--- src/rtl/headset_detect_pkg.sv ---
// Shared constants and types of the headset detector register group.
`default_nettype none
package headset_detect_pkg;

	// ==========================================================
	// Register offsets on the two-wire bus.
	localparam logic [7:0] DETECT_CONTROL_OFFSET        = 8'h04;
	localparam logic [7:0] HEADSET_DETECT_RESULT_OFFSET = 8'h05;
	localparam logic [7:0] DETECT_EVENT_FLAGS_OFFSET    = 8'h06;
	localparam logic [7:0] DETECT_EVENT_MASKS_OFFSET    = 8'h07;
	localparam logic [7:0] REG_RESET_VALUE              = 8'h00;
	localparam logic [7:0] UNMAPPED_READ_VALUE          = 8'h00;

	// ==========================================================
	// Field positions.
	localparam int GROUND_BAND_LOCATION_BIT = 6;
	localparam int SLEEVE_BIN_LSB           = 3;
	localparam int RING2_BIN_LSB            = 0;
	localparam int DETECTION_FAILED_BIT     = 3;
	localparam int MICROPHONE_FOUND_BIT     = 1;
	localparam int THREE_BAND_HEADSET_BIT   = 0;
	localparam int INDICATOR_TRISTATE_BIT   = 4;
	localparam int INTERRUPT_MODE_BIT       = 2;
	localparam int AUTO_SWITCH_DISABLE_BIT  = 1;
	localparam int HOST_TRIGGER_BIT         = 0;
	localparam logic [7:0] EVENT_FLAGS_USED = 8'h0B;
	localparam logic [7:0] EVENT_MASKS_USED = 8'h1B;
	localparam logic [7:0] CONTROL_USED     = 8'h06;

	// ==========================================================
	// Impedance bins and classification.
	localparam int              BIN_WIDTH      = 3;
	localparam int              BIN_COUNT      = 8;
	localparam logic [15:0]     BIN_STEP_OHMS  = 16'h0190;
	localparam logic [2:0]      BIN_SHORT      = 3'h0;
	localparam logic [2:0]      BIN_OPEN       = 3'h7;

	// ==========================================================
	// Two-wire bus slave.
	localparam logic [6:0] SLAVE_ADDRESS_LOW  = 7'h3B;
	localparam logic [6:0] SLAVE_ADDRESS_HIGH = 7'h3C;
	localparam logic [3:0] BITS_PER_BYTE      = 4'h8;

	typedef enum logic [3:0] {
		BUS_IDLE     = 4'b0000,
		BUS_ADDR     = 4'b0001,
		BUS_ADDR_ACK = 4'b0010,
		BUS_REG      = 4'b0011,
		BUS_REG_ACK  = 4'b0100,
		BUS_WDATA    = 4'b0101,
		BUS_WDATA_ACK= 4'b0110,
		BUS_RDATA    = 4'b0111,
		BUS_RDATA_ACK= 4'b1000
	} bus_phase_t;

	typedef enum logic [2:0] {
		DET_IDLE      = 3'b000,
		DET_MEAS_TS   = 3'b001,
		DET_WAIT_TS   = 3'b010,
		DET_MEAS_TR   = 3'b011,
		DET_WAIT_TR   = 3'b100,
		DET_CLASSIFY  = 3'b101
	} det_state_t;

endpackage
`default_nettype wire

--- src/rtl/headset_detect_status_regs.sv ---
// Detection sequencer, result registers and two-wire bus slave of the headset detector.
`timescale 1ns/1ps
`default_nettype none
module headset_detect_status_regs (
	// Clock, reset and enable.
	input  wire logic        core_clk,
	input  wire logic        rst,
	input  wire logic        ce,
	// Two-wire bus pins, open drain.
	input  wire logic        scl_in,
	input  wire logic        sda_in,
	output logic             sda_out,
	output logic             sda_drive_n,
	input  wire logic        addr_sel,
	// Detection trigger pin.
	input  wire logic        det_trigger,
	// Analog measurement front end, same clock.
	output logic             measure_start,
	output logic             measure_ring2,
	input  wire logic        measure_done,
	input  wire logic [15:0] measure_ohms,
	// Switch routing.
	output logic             mic_to_ring2,
	output logic             mic_to_sleeve,
	output logic             gnd_to_ring2,
	output logic             gnd_to_sleeve,
	// Microphone indicator pin, open drain, and host interrupt.
	output logic             microphone_indicator_out,
	output logic             microphone_indicator_drive_n,
	output logic             host_irq
);
	typedef struct packed {
		headset_detect_pkg::bus_phase_t bus_phase;
		logic [3:0]                     bit_count;
		logic [7:0]                     shift;
		logic [7:0]                     reg_pointer;
		logic                           is_read;
		logic                           sda_drive_n;
		logic                           scl_prev;
		logic                           sda_prev;
		headset_detect_pkg::det_state_t det_state;
		logic                           measure_start;
		logic                           measure_ring2;
		logic [2:0]                     sleeve_bin;
		logic [2:0]                     ring2_bin;
		logic                           trigger_prev;
		logic [7:0]                     detection_result_register;
		logic [7:0]                     event_flags;
		logic [7:0]                     event_masks;
		logic [7:0]                     control;
		logic                           microphone_present;
		logic                           mic_to_ring2;
		logic                           mic_to_sleeve;
		logic                           gnd_to_ring2;
		logic                           gnd_to_sleeve;
		logic                           indicator_drive_n;
	} regs_state_t;

	regs_state_t state;
	regs_state_t next_state;

	logic [2:0] synced;
	logic       scl_s;
	logic       sda_s;
	logic       trigger_s;
	logic [2:0] measured_bin;
	logic [7:0] read_value;
	logic       irq_level;

	// ==========================================================
	// Bus and trigger pin inputs pass two flip-flops before any logic reads them; addr_sel is read directly.
	pin_sync #(
		.WIDTH      (3)
	) u_pin_sync (
		.core_clk   (core_clk),
		.rst        (rst),
		.ce         (ce),
		.pin_level  ({scl_in, sda_in, det_trigger}),
		.sync_level (synced)
	);
	assign scl_s     = synced[2];
	assign sda_s     = synced[1];
	assign trigger_s = synced[0];

	// Each measurement result is binned the same way for both bands.
	impedance_bin u_impedance_bin (
		.impedance_ohms (measure_ohms),
		.bin_code       (measured_bin)
	);

	// ==========================================================
	// Read multiplexer; unmapped addresses read as zero.
	always_comb
	begin
		case (state.reg_pointer)
			headset_detect_pkg::DETECT_CONTROL_OFFSET:        read_value = state.control;
			headset_detect_pkg::HEADSET_DETECT_RESULT_OFFSET: read_value = state.detection_result_register;
			headset_detect_pkg::DETECT_EVENT_FLAGS_OFFSET:    read_value = state.event_flags;
			headset_detect_pkg::DETECT_EVENT_MASKS_OFFSET:    read_value = state.event_masks;
			default:                                          read_value = headset_detect_pkg::UNMAPPED_READ_VALUE;
		endcase
	end

	// Unmasked flags are ORed onto the interrupt.
	assign irq_level = |(state.event_flags & ~state.event_masks & headset_detect_pkg::EVENT_FLAGS_USED);

	// ==========================================================
	// Next-state logic of bus slave, sequencer and routing.
	always_comb
	begin
		logic       scl_rise;
		logic       scl_fall;
		logic       bus_start;
		logic       bus_stop;
		logic       wr_strobe;
		logic       rd_strobe;
		logic       host_trigger;
		logic       pin_trigger;
		logic [7:0] set_flags;
		logic [7:0] clr_flags;
		logic       lower_sleeve;
		logic [2:0] low_bin;
		logic [2:0] high_bin;
		logic       three_band;
		logic       mic_found;

		next_state   = state;
		scl_rise     = scl_s & ~state.scl_prev;
		scl_fall     = ~scl_s & state.scl_prev;
		bus_start    = scl_s & state.scl_prev & state.sda_prev & ~sda_s;
		bus_stop     = scl_s & state.scl_prev & ~state.sda_prev & sda_s;
		wr_strobe    = 1'b0;
		rd_strobe    = 1'b0;
		host_trigger = 1'b0;
		pin_trigger  = trigger_s & ~state.trigger_prev;
		set_flags    = 8'h00;
		clr_flags    = 8'h00;
		lower_sleeve = 1'b0;
		low_bin      = 3'h0;
		high_bin     = 3'h0;
		three_band   = 1'b0;
		mic_found    = 1'b0;

		next_state.scl_prev      = scl_s;
		next_state.sda_prev      = sda_s;
		next_state.trigger_prev  = trigger_s;
		next_state.measure_start = 1'b0;

		// Bus slave: data sampled on SCL rise, driven after SCL fall.
		if (bus_start)
		begin
			next_state.bus_phase   = headset_detect_pkg::BUS_ADDR;
			next_state.bit_count   = 4'h0;
			next_state.sda_drive_n = 1'b1;
		end
		else if (bus_stop)
		begin
			next_state.bus_phase   = headset_detect_pkg::BUS_IDLE;
			next_state.sda_drive_n = 1'b1;
		end
		else if (scl_rise)
		begin
			case (state.bus_phase)
				headset_detect_pkg::BUS_ADDR, headset_detect_pkg::BUS_REG,
				headset_detect_pkg::BUS_WDATA:
				begin
					next_state.shift     = {state.shift[6:0], sda_s};
					next_state.bit_count = state.bit_count + 4'h1;
				end
				headset_detect_pkg::BUS_RDATA:
					next_state.bit_count = state.bit_count + 4'h1;
				headset_detect_pkg::BUS_RDATA_ACK:
					if (sda_s)
						next_state.bus_phase = headset_detect_pkg::BUS_IDLE; // Master ends the burst.
				default:
					next_state.bus_phase = state.bus_phase;
			endcase
		end
		else if (scl_fall)
		begin
			case (state.bus_phase)
				headset_detect_pkg::BUS_ADDR:
					if (state.bit_count == headset_detect_pkg::BITS_PER_BYTE)
					begin
						if (state.shift[7:1] == (addr_sel ? headset_detect_pkg::SLAVE_ADDRESS_HIGH
						                                  : headset_detect_pkg::SLAVE_ADDRESS_LOW))
						begin
							next_state.is_read     = state.shift[0];
							next_state.bus_phase   = headset_detect_pkg::BUS_ADDR_ACK;
							next_state.sda_drive_n = 1'b0;
						end
						else
							next_state.bus_phase = headset_detect_pkg::BUS_IDLE;
					end
				headset_detect_pkg::BUS_REG:
					if (state.bit_count == headset_detect_pkg::BITS_PER_BYTE)
					begin
						next_state.reg_pointer = state.shift;
						next_state.bus_phase   = headset_detect_pkg::BUS_REG_ACK;
						next_state.sda_drive_n = 1'b0;
					end
				headset_detect_pkg::BUS_WDATA:
					if (state.bit_count == headset_detect_pkg::BITS_PER_BYTE)
					begin
						wr_strobe              = 1'b1;
						next_state.bus_phase   = headset_detect_pkg::BUS_WDATA_ACK;
						next_state.sda_drive_n = 1'b0;
					end
				headset_detect_pkg::BUS_ADDR_ACK, headset_detect_pkg::BUS_RDATA_ACK:
				begin
					next_state.bit_count = 4'h0;
					if (state.is_read)
					begin
						// Burst reads advance the pointer after each byte.
						rd_strobe              = 1'b1;
						next_state.shift       = read_value;
						next_state.sda_drive_n = read_value[7];
						next_state.reg_pointer = state.reg_pointer + 8'h01;
						next_state.bus_phase   = headset_detect_pkg::BUS_RDATA;
					end
					else
					begin
						next_state.sda_drive_n = 1'b1;
						next_state.bus_phase   = headset_detect_pkg::BUS_REG;
					end
				end
				headset_detect_pkg::BUS_REG_ACK, headset_detect_pkg::BUS_WDATA_ACK:
				begin
					next_state.bit_count   = 4'h0;
					next_state.sda_drive_n = 1'b1;
					next_state.bus_phase   = headset_detect_pkg::BUS_WDATA;
				end
				headset_detect_pkg::BUS_RDATA:
					if (state.bit_count == headset_detect_pkg::BITS_PER_BYTE)
					begin
						next_state.sda_drive_n = 1'b1;
						next_state.bus_phase   = headset_detect_pkg::BUS_RDATA_ACK;
					end
					else
					begin
						next_state.sda_drive_n = state.shift[6];
						next_state.shift       = {state.shift[6:0], 1'b0};
					end
				default:
					next_state.bus_phase = state.bus_phase;
			endcase
		end

		// Register writes; the event flag and result registers ignore writes.
		if (wr_strobe)
		begin
			if (state.reg_pointer == headset_detect_pkg::DETECT_EVENT_MASKS_OFFSET)
				next_state.event_masks = state.shift & headset_detect_pkg::EVENT_MASKS_USED;
			else if (state.reg_pointer == headset_detect_pkg::DETECT_CONTROL_OFFSET)
			begin
				next_state.control = state.shift & headset_detect_pkg::CONTROL_USED;
				host_trigger       = state.shift[headset_detect_pkg::HOST_TRIGGER_BIT];
			end
			next_state.reg_pointer = state.reg_pointer + 8'h01;
		end

		// Detection sequencer: tip-sleeve first, then tip-ring2, then classify.
		case (state.det_state)
			headset_detect_pkg::DET_IDLE:
				if (pin_trigger | host_trigger)
					next_state.det_state = headset_detect_pkg::DET_MEAS_TS;
			headset_detect_pkg::DET_MEAS_TS:
			begin
				next_state.measure_start = 1'b1;
				next_state.measure_ring2 = 1'b0;
				next_state.det_state     = headset_detect_pkg::DET_WAIT_TS;
			end
			headset_detect_pkg::DET_WAIT_TS:
				if (measure_done)
				begin
					next_state.sleeve_bin = measured_bin;
					next_state.det_state  = headset_detect_pkg::DET_MEAS_TR;
				end
			headset_detect_pkg::DET_MEAS_TR:
			begin
				next_state.measure_start = 1'b1;
				next_state.measure_ring2 = 1'b1;
				next_state.det_state     = headset_detect_pkg::DET_WAIT_TR;
			end
			headset_detect_pkg::DET_WAIT_TR:
				if (measure_done)
				begin
					next_state.ring2_bin = measured_bin;
					next_state.det_state = headset_detect_pkg::DET_CLASSIFY;
				end
			headset_detect_pkg::DET_CLASSIFY:
			begin
				// Equal bins mean the two bands are shorted together.
				lower_sleeve = state.sleeve_bin < state.ring2_bin;
				low_bin      = lower_sleeve ? state.sleeve_bin : state.ring2_bin;
				high_bin     = lower_sleeve ? state.ring2_bin : state.sleeve_bin;
				three_band   = state.sleeve_bin == state.ring2_bin;
				mic_found    = ~three_band & (low_bin < high_bin) & (high_bin != headset_detect_pkg::BIN_OPEN)
				               & (high_bin != headset_detect_pkg::BIN_SHORT);
				next_state.detection_result_register = 8'h00;
				next_state.detection_result_register[headset_detect_pkg::GROUND_BAND_LOCATION_BIT] =
					lower_sleeve | three_band;
				next_state.detection_result_register[headset_detect_pkg::SLEEVE_BIN_LSB +: 3] =
					state.sleeve_bin;
				next_state.detection_result_register[headset_detect_pkg::RING2_BIN_LSB +: 3] =
					state.ring2_bin;
				set_flags[headset_detect_pkg::THREE_BAND_HEADSET_BIT] = three_band;
				set_flags[headset_detect_pkg::MICROPHONE_FOUND_BIT]   = mic_found;
				set_flags[headset_detect_pkg::DETECTION_FAILED_BIT]   = ~three_band & ~mic_found;
				next_state.microphone_present = mic_found;
				if (!state.control[headset_detect_pkg::AUTO_SWITCH_DISABLE_BIT])
				begin
					next_state.mic_to_ring2  = mic_found & lower_sleeve;
					next_state.mic_to_sleeve = mic_found & ~lower_sleeve;
					next_state.gnd_to_sleeve = (mic_found | three_band) & (lower_sleeve | three_band);
					next_state.gnd_to_ring2  = (mic_found | three_band) & (~lower_sleeve | three_band);
				end
				next_state.det_state = headset_detect_pkg::DET_IDLE;
			end
			default:
				next_state.det_state = headset_detect_pkg::DET_IDLE;
		endcase

		// Reading the event register clears it, but a new event wins.
		if (rd_strobe && state.reg_pointer == headset_detect_pkg::DETECT_EVENT_FLAGS_OFFSET)
			clr_flags = headset_detect_pkg::EVENT_FLAGS_USED;
		next_state.event_flags = (state.event_flags & ~clr_flags) | set_flags;

		// Indicator: tri-state, interrupt use, or microphone presence.
		if (state.event_masks[headset_detect_pkg::INDICATOR_TRISTATE_BIT])
			next_state.indicator_drive_n = 1'b1;
		else if (state.control[headset_detect_pkg::INTERRUPT_MODE_BIT])
			next_state.indicator_drive_n = ~irq_level;
		else
			next_state.indicator_drive_n = ~state.microphone_present;
	end

	// ==========================================================
	// State registers; reset clears them to zero, except the SDA and indicator drive enables and previous bus levels, which load one.
	always_ff @(posedge core_clk or posedge rst)
	begin
		if (rst)
		begin
			state                           <= '0;
			state.bus_phase                 <= headset_detect_pkg::BUS_IDLE;
			state.det_state                 <= headset_detect_pkg::DET_IDLE;
			state.sda_drive_n               <= 1'b1;
			state.scl_prev                  <= 1'b1;
			state.sda_prev                  <= 1'b1;
			state.indicator_drive_n         <= 1'b1;
			state.detection_result_register <= headset_detect_pkg::REG_RESET_VALUE;
			state.event_flags               <= headset_detect_pkg::REG_RESET_VALUE;
			state.event_masks               <= headset_detect_pkg::REG_RESET_VALUE;
		end
		else if (ce)
			state <= next_state;
	end

	// ==========================================================
	// Outputs. Open-drain pins only ever pull low.
	assign sda_out                      = 1'b0;
	assign sda_drive_n                  = state.sda_drive_n;
	assign measure_start                = state.measure_start;
	assign measure_ring2                = state.measure_ring2;
	assign mic_to_ring2                 = state.mic_to_ring2;
	assign mic_to_sleeve                = state.mic_to_sleeve;
	assign gnd_to_ring2                 = state.gnd_to_ring2;
	assign gnd_to_sleeve                = state.gnd_to_sleeve;
	assign microphone_indicator_out     = 1'b0;
	assign microphone_indicator_drive_n = state.indicator_drive_n;
	assign host_irq                     = irq_level;
endmodule // headset_detect_status_regs
`default_nettype wire

--- src/rtl/impedance_bin.sv ---
// Quantiser of a measured impedance into a 3-bit bin.
`timescale 1ns/1ps
`default_nettype none
module impedance_bin (
	// Measured value in ohms.
	input  wire logic [15:0] impedance_ohms,
	// Bin code, saturating at the open code.
	output logic      [2:0]  bin_code
);
	// ==========================================================
	// Count how many bin edges lie at or below the value.
	always_comb
	begin
		bin_code = headset_detect_pkg::BIN_SHORT;
		for (int k = 1; k < headset_detect_pkg::BIN_COUNT; k++)
		begin
			if ({4'h0, impedance_ohms} >= 20'(k) * {4'h0, headset_detect_pkg::BIN_STEP_OHMS})
				bin_code = 3'(k);
		end
	end
endmodule // impedance_bin
`default_nettype wire

--- src/rtl/pin_sync.sv ---
// Two-stage synchroniser for pin inputs.
`timescale 1ns/1ps
`default_nettype none
module pin_sync #(
	parameter int WIDTH = 1
) (
	// Clock, reset and enable.
	input  wire logic             core_clk,
	input  wire logic             rst,
	input  wire logic             ce,
	// Pin side and synchronised side.
	input  wire logic [WIDTH-1:0] pin_level,
	output logic      [WIDTH-1:0] sync_level
);
	typedef struct packed {
		logic [WIDTH-1:0] first;
		logic [WIDTH-1:0] second;
	} sync_state_t;

	sync_state_t state;
	sync_state_t next_state;

	// ==========================================================
	// The first stage feeds only the second stage.
	always_comb
	begin
		next_state        = state;
		next_state.first  = pin_level;
		next_state.second = state.first;
	end

	// Registers; reset takes constants only.
	always_ff @(posedge core_clk or posedge rst)
	begin
		if (rst)
			state <= '0;
		else if (ce)
			state <= next_state;
	end

	assign sync_level = state.second;
endmodule // pin_sync
`default_nettype wire

--- config.mk ---
export PLATFORM = sky130hd
export DESIGN_NAME = headset_detect_status_regs
export DESIGN_NICKNAME = d
export VERILOG_FILES = /design/src/rtl/headset_detect_pkg.sv /design/src/rtl/headset_detect_status_regs.sv /design/src/rtl/impedance_bin.sv /design/src/rtl/pin_sync.sv
export SDC_FILE = /design/constraint.sdc
export NUM_CORES = 1
export LEC_CHECK = 0
export BUFFER_PORTS_ARGS = -buffer_cell sky130_fd_sc_hd__buf_2
export CORE_MARGIN = 2
export CORE_UTILIZATION = 50
export CTS_CLUSTER_DIAMETER = 200
export CTS_CLUSTER_SIZE = 14
export DETAILED_ROUTE_END_ITERATION = 12
export GPL_ROUTABILITY_DRIVEN = 0
export MAX_ROUTING_LAYER = met4
export PLACE_DENSITY = 0.75
export SYNTH_ARGS = -nofsm -noshare
export SYNTH_HDL_FRONTEND = slang
export SYNTH_HIERARCHICAL = 1
export SYNTH_SLANG_ARGS = --single-unit
--- constraint.sdc ---
create_clock -name core_clk -period 6.31 [get_ports core_clk]
set_input_delay 0.631 -clock core_clk [delete_from_list [all_inputs] [get_ports core_clk]]
set_output_delay 0.631 -clock core_clk [all_outputs]
set_load 0.1 [all_outputs]
==> reports/qor.yml <==
run_status: "finished, final reports clean"
cts-resized-gates: 0
cp_max_fo: 16
firstDrtPassIters: 5
finalHoldViolations: 0
rsz0062_at_grt: "no"
synth_edf_count: 0
cts_setup_buffers: 0
cap_violations: 0
path_cells: "inv_1, ha_1, a21o_1, o311a_1, o21ai_2, mux2_2"
arrival_ns: 2.83
clk_latency_ns: 0.35
die_w_microns: 98.81
start_util: 0.5154
fin_crit_sh: 0.4115
crit_required_ns: 6.55
h-tree-depth: 3
dpl.cell_count: 576
track_usage: 0.2198
diodes: 0
cts_buffers: 9
critPathSlowestCell: "dfstp_2"
grt_pass1_vias: 3535
viasPerCell: 6.176
die_h_microns: 98.81
leakage_nw: 2.026
worstSetupPathType: "reg -> reg"
postRouteAntennaNets: 0
ios: 35
hold_class: "in -> async"
dieArea_sq_um: 9763
end_kind: "flip-flop"
root_buffer: "clkbuf_8"
vias: 3656
totalWireLength_microns: 10040
drive_gt1_frac: 0.2335
synthCells: 457
core_area_sq_um: 8721
nFillCells: 719
yosysWarnings: 6
start_kind: "flip-flop"
grt_max_degree: 63
fin_ws_ns: 3.713
path_buf_inv: 1
clkSinkCount: 68
wl_per_cell_microns: 16.96
grt_pass1_wl_microns: 17260
critPathMaxStageDelay_ns: 0.57
powerDensity_nw_per_um2: 330.5
fin_crit_ns: 2.597
dpl_worst_slack_ns: 3.648
num_rows: 34
power.total_w: 0.001601
ir_drop_mv: 0.2511
postCtsHoldBufs: 0
syn_area_sq_um: 4494
final-setup-viol-count: 0
antenna_found_initial: 0
crit_family: "compound AO/OA/AOI/OAI gates"
synth.avg_cell_area_sq_um: 9.834
first_iter_violations: 271
instances_no_fill: 592
synth-seq-cells: 68
final-max-slew-violation-count: 0
seq_area_frac_synth: 0.3797
async_flop_share: 1.000
place_hpwl_microns: 7162
synthToLayoutAreaGrowth_pct: 7.767
finalClockSkew_ns: 0.01036
tightest_slew_ns: 0.7820
synthFlopType: "dfrtp_1"
fmax_mhz: 385.1
io_buffers: 28
setup_tns_ns: 0
slew_headroom: 0.4787
clockBufferDepth: 2
nets: 518
ys_types: 89
grt.overflow.total: 0
path_clk_slew_ns: 0.08
cts_tree: "yes"
drc: 0
metrics by stage:
| step | util | hold WS (ns) | cell area (sq um) |
|---|---|---|---|
| 3_5_place_dp | 0.5353 | 0.4635 | 4668 |
| 2_1_floorplan | - | 0.4220 | 4498 |
| 6_report | 0.5554 | 0.2047 | 4843 |
| 5_1_grt | 0.5554 | 0.2120 | 4843 |
| 3_3_place_gp | 0.5353 | 0.4569 | 4668 |
| 4_1_cts | 0.5554 | 0.2023 | 4843 |
worst paths after layout:
path / startpoint / endpoint / slack (ns) / cells after the start
max: state[51] / state[65] / 3.71 / 6
min in group core_clk: state[5] / state[5] / 0.48 / 2
max reg2reg: state[51] / state[65] / 3.71 / 6
min reg2reg: state[5] / state[5] / 0.48 / 2
max in group asynchronous: rst / state[61] / 5.29 / 3
min: rst / u_pin_sync/next_state[2] / 0.20 / 2
registers in the layout, summed over array words and instances, names as in the netlist:
name and cells:
state 54, sda_drive_n 1, measure_ring2 1, mic_to_ring2 1, microphone_indicator_drive_n 1, gnd_to_sleeve 1
u_pin_sync/sync_level 3, measure_start 1, gnd_to_ring2 1, mic_to_sleeve 1, u_pin_sync/next_state 3
cell families after synthesis:
family,share of synthesized area
AND/OR/NAND/NOR,0.2032
AO/OA/AOI/OAI,0.2169
flip-flops,0.3797
buffers and inverters,0.05345
multiplexers,0.09633
adder cells (fa/ha/maj),0.04399
XOR/XNOR,0.005569
other,0.0008344
report_power, final:
group / switching (W) / internal, W / total [W]
sequential: 0.0000910 / 0.000531 / 0.000622
clock: 0.000185 / 0.000145 / 0.000329
combinational: 0.000456 / 0.000193 / 0.000649
per-layer routing:
metal  vias to the layer above  wire (microns)  GRT usage  part of all wire
li1                       1759               -          -                 -
met4                         0             151    0.05585             0.015
met5                         -               0          -                 0
met3                        18             455    0.03688             0.045
met1                      1773            4621     0.3044              0.46
met2                       106            4812     0.3389              0.48
area by class of cell:
class | instances | area, sq um | share of cell area
multi-input combinational | 337 | 2551 | 0.5267
sequential | 68 | 1707 | 0.3524
timing repair buffer | 29 | 147.6 | 0.03048
tap | 108 | 135.1 | 0.02790
inverter | 34 | 127.6 | 0.02635
clock buffer | 9 | 123.9 | 0.02557
clock inverter | 7 | 51.30 | 0.01059
placed cells by master, fill, tap and decap left out, types with 4 or more instances in the layout:
master,count
a211oi_1,9
a21o_1,4
a21oi_1,11
a221oi_1,4
a311oi_1,4
a31oi_1,5
and3_1,4
buf_2,28
clkbuf_8,9
dfrtp_1,64
dfstp_2,4
ha_1,15
inv_1,33
mux2_1,4
mux2_2,22
mux2_4,6
mux2i_1,5
nand2_1,37
nand2b_1,14
nand3_1,12
nand3b_1,6
nor2_1,22
nor2b_1,8
nor3_1,5
o2111ai_1,5
o21ai_0,26
o221ai_1,5
o22a_1,5
o22ai_1,6
o31ai_1,5
or2_2,6
Yosys cell counts (7+ instances only):
| cell type | number | share of area |
|---|---|---|
| dfrtp_1 | 64 | 0.36 |
| nand2_1 | 37 | 0.031 |
| inv_1 | 34 | 0.028 |
| o21ai_0 | 26 | 0.029 |
| mux2_2 | 22 | 0.055 |
| nor2_1 | 22 | 0.018 |
| ha_1 | 15 | 0.042 |
| nand2b_1 | 14 | 0.019 |
| nand3_1 | 12 | 0.013 |
| a21oi_1 | 11 | 0.012 |
| a211oi_1 | 9 | 0.015 |
| nor2b_1 | 8 | 0.011 |
| clkbuf_1 | 7 | 0.0058 |
(Power assumes the default switching activity.)
